<file path="src/core/uesc_map.vh">
// register offsets, field positions, codes and reset values for the endpoint status block
`ifndef UESC_MAP_VH
`define UESC_MAP_VH

`define UESC_EP_COUNT        8
`define UESC_EP_BITS         3

`define UESC_OFF_INDEX       3'h0
`define UESC_OFF_STATUS      3'h1
`define UESC_OFF_CONFIG      3'h2
`define UESC_OFF_IEN         3'h3

`define UESC_BIT_DIR         7
`define UESC_BIT_RSVD        6
`define UESC_BIT_STALL_REQUEST     5
`define UESC_BIT_TRANSMIT_PACKET_READY       4
`define UESC_BIT_STALL_SENT_OR_CRC_ERROR_FLAG      3
`define UESC_BIT_SETUP       2
`define UESC_BIT_OUT_RECEIVED_FLAG       1
`define UESC_BIT_TXCMP       0

`define UESC_FLAG_MSB        3
`define UESC_TYPE_MSB        1
`define UESC_TYPE_CONTROL    2'h0
`define UESC_TYPE_ISO        2'h1
`define UESC_TYPE_BULK       2'h2
`define UESC_TYPE_INTR       2'h3

`define UESC_RST_STATUS      8'h00
`define UESC_RST_INDEX       3'h0
`define UESC_RST_TYPE        2'h0
`define UESC_RST_IEN         8'h00

`endif

</file>
<file path="src/core/uesc_ep_slice.v">
// status and control bits of one endpoint
`timescale 1ns/1ps
`include "uesc_map.vh"

module uesc_ep_slice (
	input  wire       clk_i,
	input  wire       rst_i,
	input  wire       sw_we_i,
	input  wire [7:0] sw_dat_i,
	input  wire [1:0] ep_type_i,
	input  wire       setup_i,
	input  wire       out_ok_i,
	input  wire       crc_err_i,
	input  wire       in_sent_i,
	input  wire       in_ack_i,
	input  wire       stall_sent_i,
	output reg  [7:0] status_o
);

	reg  [7:0] status_next;
	wire       is_iso;
	wire       is_ctrl;
	wire       in_done;

	assign is_iso  = (ep_type_i == `UESC_TYPE_ISO);
	assign is_ctrl = (ep_type_i == `UESC_TYPE_CONTROL);
	// iso frees the packet once sent, the others wait for the host ack
	assign in_done = is_iso ? in_sent_i : in_ack_i;

	always @* begin
		status_next = status_o;
		if (sw_we_i) begin
			// software writes stall and ready freely, direction only on control endpoints, and can only clear flags
			status_next[`UESC_BIT_DIR]     = sw_dat_i[`UESC_BIT_DIR] & is_ctrl;
			status_next[`UESC_BIT_STALL_REQUEST] = sw_dat_i[`UESC_BIT_STALL_REQUEST];
			status_next[`UESC_BIT_TRANSMIT_PACKET_READY]   = sw_dat_i[`UESC_BIT_TRANSMIT_PACKET_READY];
			status_next[`UESC_FLAG_MSB:0]  = status_o[`UESC_FLAG_MSB:0] & sw_dat_i[`UESC_FLAG_MSB:0];
		end
		if (in_done) begin
			status_next[`UESC_BIT_TRANSMIT_PACKET_READY] = 1'b0;
			status_next[`UESC_BIT_TXCMP] = 1'b1;
		end
		if (is_iso) begin
			if (crc_err_i) begin
				status_next[`UESC_BIT_STALL_SENT_OR_CRC_ERROR_FLAG] = 1'b1;
			end else if (out_ok_i) begin
				status_next[`UESC_BIT_STALL_SENT_OR_CRC_ERROR_FLAG] = 1'b0;
			end
		end else if (stall_sent_i && status_o[`UESC_BIT_STALL_REQUEST]) begin
			status_next[`UESC_BIT_STALL_SENT_OR_CRC_ERROR_FLAG] = 1'b1;
		end
		if (out_ok_i) begin
			status_next[`UESC_BIT_OUT_RECEIVED_FLAG] = 1'b1;
		end
		// setup outranks everything else in the same cycle
		if (setup_i && is_ctrl) begin
			status_next = `UESC_RST_STATUS;
			status_next[`UESC_BIT_SETUP] = 1'b1;
		end
		status_next[`UESC_BIT_RSVD] = 1'b0;
	end

	always @(posedge clk_i) begin
		if (rst_i) begin
			status_o <= `UESC_RST_STATUS;
		end else begin
			status_o <= status_next;
		end
	end

endmodule // uesc_ep_slice

</file>
<file path="src/core/uesc_top.v">
// endpoint status and control register block with a wishbone slave
// Notes on behaviour
// - accesses reach only the indexed endpoint
// - direction bit only matters for control endpoints
// - direction bit also sets status-phase direction
// - bit six reads zero, never write one
// - stall request makes next handshake a stall
// - transmit ready with empty fifo sends zlp
// - transmit ready clears on send or ack
// - stall sent sets flag three, interrupts
// - setup clears the stall sent flag
// - iso: flag three marks crc error
// - iso: clean data clears crc error flag
// - accepted out packet sets out flag
// - out flag set means further outs nak
// - control setup may overwrite fifo anyway
// - setup sets its flag, clears the rest
// - in complete flag set after transmission
//
// Decided for this implementation: register access over Wishbone and the placing of the registers.
`timescale 1ns/1ps
`include "uesc_map.vh"

module uesc_top (
	input  wire        clk_i,
	input  wire        rst_i,
	input  wire        cyc_i,
	input  wire        stb_i,
	input  wire        we_i,
	input  wire [4:2]  adr_i,
	input  wire [3:0]  sel_i,
	input  wire [31:0] dat_i,
	output reg  [31:0] dat_o,
	output reg         ack_o,
	input  wire [2:0]  evt_ep_i,
	input  wire        setup_rx_i,
	input  wire        out_rx_i,
	input  wire        crc_err_i,
	input  wire        in_sent_i,
	input  wire        in_ack_i,
	input  wire        stall_sent_i,
	input  wire [7:0]  fifo_empty_i,
	output reg  [7:0]  ep_stall_o,
	output reg  [7:0]  ep_tx_ready_o,
	output reg  [7:0]  ep_tx_zlp_o,
	output reg  [7:0]  ep_out_nak_o,
	output reg  [7:0]  ep_setup_accept_o,
	output reg  [7:0]  ep_status_in_o,
	output reg  [7:0]  ep_int_o
);

	localparam N = `UESC_EP_COUNT;

	reg  [2:0]     index_reg;
	reg  [2:0]     index_next;
	reg  [2*N-1:0] type_reg;
	reg  [2*N-1:0] type_next;
	reg  [7:0]     ien_reg;
	reg  [7:0]     ien_next;
	reg  [31:0]    rdata_next;
	wire [8*N-1:0] status_all;
	wire           bus_req;
	wire           wr_low;
	wire [7:0]     sel_status;
	wire [1:0]     sel_type;

	// one answer per request; masking the request while ack is high stops a double take
	assign bus_req = cyc_i & stb_i & ~ack_o;
	assign wr_low  = bus_req & we_i & sel_i[0];

	function hit;
		input [2:0] ep;
		input integer i;
		begin
			hit = (ep == i[2:0]);
		end
	endfunction

	function [7:0] status_of;
		input [8*N-1:0] all;
		input [2:0]     ep;
		begin
			status_of = all[ep*8 +: 8];
		end
	endfunction

	function [1:0] type_of;
		input [2*N-1:0] all;
		input [2:0]     ep;
		begin
			type_of = all[ep*2 +: 2];
		end
	endfunction

	assign sel_status = status_of(status_all, index_reg);
	assign sel_type   = type_of(type_reg, index_reg);

	genvar g;
	generate
		for (g = 0; g < N; g = g + 1) begin : ep
			wire sw_we;
			wire ev;
			// writes land only on the indexed endpoint
			assign sw_we = wr_low & (adr_i == `UESC_OFF_STATUS) & hit(index_reg, g);
			assign ev    = hit(evt_ep_i, g);
			uesc_ep_slice u_slice (
				.clk_i        (clk_i),
				.rst_i        (rst_i),
				.sw_we_i      (sw_we),
				.sw_dat_i     (dat_i[7:0]),
				.ep_type_i    (type_reg[g*2 +: 2]),
				.setup_i      (ev & setup_rx_i),
				.out_ok_i     (ev & out_rx_i),
				.crc_err_i    (ev & crc_err_i),
				.in_sent_i    (ev & in_sent_i),
				.in_ack_i     (ev & in_ack_i),
				.stall_sent_i (ev & stall_sent_i),
				.status_o     (status_all[g*8 +: 8])
			);
		end
	endgenerate

	always @* begin
		index_next = index_reg;
		type_next  = type_reg;
		ien_next   = ien_reg;
		if (wr_low) begin
			case (adr_i)
				`UESC_OFF_INDEX: begin
					index_next = dat_i[2:0];
				end
				`UESC_OFF_CONFIG: begin
					type_next[index_reg*2 +: 2] = dat_i[`UESC_TYPE_MSB:0];
				end
				`UESC_OFF_IEN: begin
					ien_next = dat_i[7:0];
				end
				default: begin
					index_next = index_reg;
				end
			endcase
		end
	end

	always @* begin
		rdata_next = 32'h0000_0000;
		case (adr_i)
			`UESC_OFF_INDEX: begin
				rdata_next[2:0] = index_reg;
			end
			`UESC_OFF_STATUS: begin
				rdata_next[7:0] = sel_status;
			end
			`UESC_OFF_CONFIG: begin
				rdata_next[`UESC_TYPE_MSB:0] = sel_type;
			end
			`UESC_OFF_IEN: begin
				rdata_next[7:0] = ien_reg;
			end
			default: begin
				rdata_next = 32'h0000_0000;
			end
		endcase
	end

	always @(posedge clk_i) begin
		if (rst_i) begin
			index_reg <= `UESC_RST_INDEX;
			type_reg  <= {N{`UESC_RST_TYPE}};
			ien_reg   <= `UESC_RST_IEN;
			ack_o     <= 1'b0;
			dat_o     <= 32'h0000_0000;
		end else begin
			index_reg <= index_next;
			type_reg  <= type_next;
			ien_reg   <= ien_next;
			ack_o     <= bus_req;
			if (bus_req && !we_i) begin
				dat_o <= rdata_next;
			end
		end
	end

	// link-facing view of every endpoint, one cycle behind the register bits
	integer i;
	always @(posedge clk_i) begin
		if (rst_i) begin
			ep_stall_o        <= 8'h00;
			ep_tx_ready_o     <= 8'h00;
			ep_tx_zlp_o       <= 8'h00;
			ep_out_nak_o      <= 8'h00;
			ep_setup_accept_o <= 8'h00;
			ep_status_in_o    <= 8'h00;
			ep_int_o          <= 8'h00;
		end else begin
			for (i = 0; i < N; i = i + 1) begin
				ep_stall_o[i]    <= status_all[i*8 + `UESC_BIT_STALL_REQUEST];
				ep_tx_ready_o[i] <= status_all[i*8 + `UESC_BIT_TRANSMIT_PACKET_READY];
				// an empty fifo with ready set goes out as a zero-length packet
				ep_tx_zlp_o[i]   <= status_all[i*8 + `UESC_BIT_TRANSMIT_PACKET_READY] & fifo_empty_i[i];
				ep_out_nak_o[i]  <= status_all[i*8 + `UESC_BIT_OUT_RECEIVED_FLAG];
				// control setups are taken even while out data is pending
				ep_setup_accept_o[i] <= (type_reg[i*2 +: 2] == `UESC_TYPE_CONTROL);
				// data stage set means status stage runs the other way
				ep_status_in_o[i] <= (type_reg[i*2 +: 2] == `UESC_TYPE_CONTROL) &
					~status_all[i*8 + `UESC_BIT_DIR];
				ep_int_o[i] <= ien_reg[i] & (|status_all[i*8 +: 4]);
			end
		end
	end

endmodule // uesc_top

</file>
<file path="config.mk">
export PLATFORM = sky130hd
export DESIGN_NAME = uesc_top
export DESIGN_NICKNAME = d
export VERILOG_FILES = /design/src/core/uesc_ep_slice.v /design/src/core/uesc_top.v
export VERILOG_INCLUDE_DIRS = /design/src /design/src/core
export SDC_FILE = /design/constraint.sdc
export NUM_CORES = 1
export LEC_CHECK = 0
export ABC_AREA = 1
export ABC_CLOCK_PERIOD_IN_PS = 1900
export BUFFER_PORTS_ARGS = -buffer_cell sky130_fd_sc_hd__buf_2
export CAP_MARGIN = 5
export CORE_MARGIN = 2
export CORE_UTILIZATION = 46
export CTS_CLUSTER_SIZE = 28
export DETAILED_ROUTE_END_ITERATION = 6
export GPL_TIMING_DRIVEN = 0
export PLACE_DENSITY = 0.74
export SYNTH_ARGS = -nofsm -noshare
export SYNTH_HDL_FRONTEND = slang
export SYNTH_HIERARCHICAL = 1
export SYNTH_SLANG_ARGS = --single-unit
</file>
<file path="constraint.sdc">
create_clock -name clk_i -period 1.9 [get_ports clk_i]
set_input_delay 0.38 -clock clk_i [delete_from_list [all_inputs] [get_ports clk_i]]
set_output_delay 0.38 -clock clk_i [all_outputs]
set_load 0.05 [all_outputs]
</file>
# Word level (Yosys, flattened, before mapping)
# Cells that the tools add are included.
# totals
romBits	0
mem_bits_rw	0
latchBits	0
wordCells	380
output_inout_bits	89
in_bits	61
regBits	156
memories	0
# classes
bitwise	110
addsub	1
n_mul	0
reduce_logical	80
shifts	4
n_eq_ne	25
magnitude_cmp	0
n_mux	92
n_div	0
# ops
op	n
1-bit AND	93
1-bit two-way mux	72
8-bit two-way mux	8
64-bit by 7-bit indexed part select with 8-bit output	1
6-bit two-way mux	8
2-bit nonzero test	24
4-bit negation with 34-bit output	1
2-bit by 34-bit variable shift with 16-bit output, first input constant	1
2-bit by 34-bit indexed part select with 16-bit output	1
4-bit AND	8
4-bit OR reduction	8
3-bit equality test, second input constant	8
3-bit OR reduction	8
3-bit by 2-bit equality test with 1-bit output, second input constant	6
1-bit logical AND	17
16-bit bitwise mux	1
2-bit by 1-bit equality test with 1-bit output, second input constant	8
2-bit zero test	8
2-bit OR reduction	8
16-bit by 5-bit indexed part select with 2-bit output	1
5-bit one-hot mux with 2 select lines	1
3-bit by 1-bit equality test with 1-bit output, second input constant	3
3-bit zero test	3
1-bit inverter	9
other kinds (4)	6

# Depth between registers and ports, before layout
# logic_depth
word_depth	11
depth_mapped	13

# Modules after synthesis
# The synthesis kept the hierarchy.
# by_module_without_submodules
module	cells_per_inst	instances	area_per_inst_um2
uesc_top	635	1	4470.5
uesc_ep_slice	53	8	339.1

# Worst setup path before layout
# Ideal clock, no wire load.
# synth_timing
path_kind	reg-to-reg
startpoint	reg index_reg[0]
endpoint	reg type_reg[0]
setup_time_ps	119
synth_period_minus_slack_ps	2087
arrival_ps	1968
stages_incl_launch_ff	13
path_slack_ps	-187
path_buffers	3
path_cell_list	dfxtp_1 buf_4 inv_2 buf_6 buf_4 ha_1 ha_1 inv_1 nand2_1 nor3_1 nand2_1 o21ai_0 a21oi_1
# synth_via
elab_chain_len	3
# synth_lines
item	line	source
start: declaration	uesc_top.v:54	reg [2:0] index_reg;
start signal: assignment	uesc_top.v:168	index_reg <= `UESC_RST_INDEX;
start signal: assignment	uesc_top.v:174	index_reg <= index_next;
4-bit negation with 34-bit output *	uesc_top.v:133	type_next[index_reg*2 +: 2] = dat_i[`UESC_TYPE_MSB:0];
2-bit by 34-bit indexed part select with 16-bit output or 2-bit by 34-bit variable shift with 16-bit output (tied branches)	uesc_top.v:133	
16-bit bitwise mux *	uesc_top.v:133	
end signal: assignment	uesc_top.v:169	type_reg <= {N{`UESC_RST_TYPE}};
end signal: assignment	uesc_top.v:175	type_reg <= type_next;
end: declaration	uesc_top.v:56	reg [2*N-1:0] type_reg;
# Mark *: on every way between the ends. The rest lies on a longest branch, timed or not.
# A chain may end at the register's enable or synchronous reset.

# Final worst setup path
# layout_timing
startpoint	reg index_reg[0]
endpoint	reg type_reg[10]
# Same word-level chain as after synthesis.

==> flow_metrics.py <==
metrics = {
    "outcome": {
        "status": "finished with violations",
        "failed_checks": "negative setup slack",
    },
    "grt": {
        "grt_max_degree": 26,
        "grt_remaining_overflow": 0,
        "antenna_found_initial": 0,
        "grt_use_total": 0.2960,
        "grt_pass1_vias": 6933,
        "grt_pass1_wl_microns": 36960,
    },
    "sta": {
        "finalCritPeriodShare": 1.028,
        "period_needed_ps": 1953,
        "fmax_ghz": 0.5120,
        "slew_headroom": 0.4117,
        "slew_viol_final": 0,
        "tightest_slew_ps": 882.4,
        "setup_viol": 1,
        "worst_slack_ps": -53.16,
        "fin_worst_skew_ps": 8.840,
        "finalHoldViolations": 0,
        "rsz0062_at_grt": "true",
    },
    "die": {
        "die_h_microns": 129.0,
        "die_x_microns": 129.0,
        "num_rows": 45,
        "start_util": 0.4708,
        "core_area_sq_mm": 0.01526,
        "ios": 150,
        "dieArea_sq_mm": 0.01663,
    },
    "power": {
        "p_sw_frac": 0.2467,
        "vdd_drop_max_mv": 0.6252,
        "power.switching_mw": 1.874,
        "p_leak_nw": 4.144,
        "p_per_area_mw_per_mm2": 846.5,
        "power_frac_seq": 0.418,
        "p_int_mw": 5.724,
        "clkPwrFrac": 0.492,
        "power_frac_comb": 0.091,
        "power_mw": 7.598,
    },
    "synth": {
        "ys_top_cells_by_area": "dfxtp_1 41%, nand2_1 10%, nor2_1 8.5%, inv_1 8.2%, a21oi_1 6.3%",
        "syn-cell-area_sq_mm": 0.007183,
        "netlist_instances": 1059,
        "synth.area.mux_share": 0.01115,
        "yosysWarnings": 6,
        "synth_top_family_by_area": "simple AND/OR/NAND/NOR gates",
        "yosys.area.top_type": "dfxtp_1",
        "yosys.area.top_type_share": 0.4125,
        "yosys.cell_types.count": 32,
        "synth-adder-area-share": 0.01219,
        "ys_ff_latch": 148,
        "synth_xor_area_frac": 0,
        "seq_area_frac_synth": 0.4125,
        "synth_compound_area_frac": 0.1299,
        "synth_simple_gate_area_share": 0.2905,
        "synth.avg_cell_area_sq_um": 6.783,
    },
    "finish": {
        "multi_input_area_sq_mm": 0.003481,
        "largest_register_ffs": 56,
        "fillers": 1480,
        "seq_area_sq_mm": 0.002967,
        "drive_gt1_frac": 0.1936,
        "area_growth_pct": 24.94,
        "fin_nets": 1275,
        "fin_area_sq_mm": 0.008975,
        "num_antenna_cells": 0,
    },
    "drt": {
        "wl_microns": 24140,
        "drc": 0,
        "firstDrtPassIters": 5,
        "wl_per_cell_microns": 16.88,
        "ant_nets": 0,
        "drt_iter0_markers": 729,
        "num_vias": 7521,
        "vias_per_cell": 5.259,
    },
    "min_path": {
        "hp-class": "input port to flop",
    },
    "worst_setup_path": {
        "crit_type": "flop to flop",
        "path_max_fanout": 7,
        "required_ps": 2250,
        "crit_path_end_kind": "flop",
        "crit_arrival_ps": 2310,
        "critPathLaunchType": "flop",
    },
    "clocking": {
        "clkLatencyLatePin_ps": 430,
        "cts_max_path_buffers": 2,
        "clk_pin_slew_ps": 60,
        "clock-sinks": 148,
        "hold_buffers": 0,
        "cts.htree.levels": 4,
        "numCtsBuffers": 17,
        "cts-root-buf": "clkbuf_16",
        "cts_tree": "done",
    },
    "placed_design": {
        "postPlaceCellArea_sq_mm": 0.008044,
        "place.gp.congestion": 1.011,
        "numPortBuffers": 98,
        "place_hpwl_microns": 17160,
    },
    "job": {
        "drv_cap": 0,
    },
}
-- kinds of logic after synthesis --
logic type | after synthesis
simple gates | 484
mux | 8
buf+inv | 223
fa+ha+maj | 7
other cells | 9
compound gates | 180
flops | 148
-- Yosys cell counts --
cell and number:
o22ai_1 4, buf_2 8, o21ai_1 4, a21oi_1 90, nand3_2 2, nand3_1 62, dfxtp_1 148, buf_4 38
nand3_4 1, nand4_2 1, nand4_1 1, conb_1 9, nor3_2 4, o221ai_1 4, o21ai_0 73, nand2_1 195
clkbuf_1 5, clkinv_2 1, nor4_1 18, a211oi_1 2, buf_6 1, nand2_2 3, o211ai_1 3, mux2i_1 8
inv_2 6, inv_1 157, nor3_1 24, buf_1 7, nor3_4 2, nor2_2 9, ha_1 7, nor2_1 162
-- layout make-up --
class,instances,share of cell area
flip-flops and latches,148,0.3305
well taps,211,0.02942
clock inverters,11,0.02217
plain buffers,55,0.04182
clock buffers,20,0.05089
inverters,164,0.06985
multi-input cells,711,0.3878
repair buffers,110,0.06748
-- timing repair --
item / CTS / global route
setup buffers: 5 / 6
gates cloned: 1 / 0
pin swaps: 4 / 7
setup endpoints to repair: 73 / 47
gates resized for setup: 22 / 33
-- per-stage QoR --
step                        util  setup TNS [ps]  setup slack (ps)  hold slack, ps  instances
after floorplan                -               0             10.72           416.1       1082
after global placement    0.5272          -35130            -772.4           441.5       1391
after detailed placement  0.5272          -40240            -835.4           445.4       1391
after CTS                 0.5808               0             1.764           149.0       1425
after global routing      0.5882          -243.1            -71.80           163.8       1430
final                     0.5882          -53.16            -53.16           162.8       1430
-- layout by cell type, fill, tap and decap left out, types with 5 or more instances in the layout --
| cell type | instances |
|---|---|
| a21oi_1 | 90 |
| buf_1 | 6 |
| buf_2 | 104 |
| buf_4 | 46 |
| bufinv_16 | 5 |
| clkbuf_16 | 17 |
| conb_1 | 32 |
| dfxtp_1 | 147 |
| ha_1 | 5 |
| inv_1 | 154 |
| inv_2 | 6 |
| mux2i_1 | 8 |
| nand2_1 | 191 |
| nand2_2 | 6 |
| nand3_1 | 62 |
| nor2_1 | 159 |
| nor2_2 | 9 |
| nor3_1 | 17 |
| nor3_4 | 12 |
| nor4_1 | 18 |
| o21ai_0 | 63 |
| o21ai_1 | 13 |
-- metal layers --
metal  vias up  part of all wire  GRT usage
li1       3604                 -          -
met1      3351              0.42     0.3915
met2       481              0.45     0.4634
met3        85             0.099    0.05281
met4         0             0.037     0.1541
met5         -                 0          0
-- critical path: stages (launching register included) --
cell and delay, ps:
dfxtp_4 370, buf_6 120, inv_2 60, buf_12 130
ha_4 190, ha_1 220, inv_1 100, nand3_1 90
nor2_1 200, o21ai_0 190, a21oi_1 190
-- power by group through the flow --
stage / registers, mW / clock network, mW / logic (mW)
floorplan: 3.33 / 0 / 0.357
global placement: 3.24 / 0 / 0.653
detailed placement: 3.24 / 0 / 0.656
CTS: 3.17 / 3.76 / 0.664
global route: 3.18 / 3.89 / 0.729
finish: 3.17 / 3.73 / 0.690
-- path summary, 6_finish.rpt --
kind,from,end,slack (ps),depth (start not counted)
setup / recovery,index_reg[0],type_reg[10],-50,10
hold / removal,fifo_empty_i[1],ep_tx_zlp_o[1],160,3
setup reg to reg,index_reg[0],type_reg[10],-50,10
hold reg to reg,ep[5].u_slice/status_o[4],ep_tx_zlp_o[5],450,2
Power figures use the tool's default switching activity.
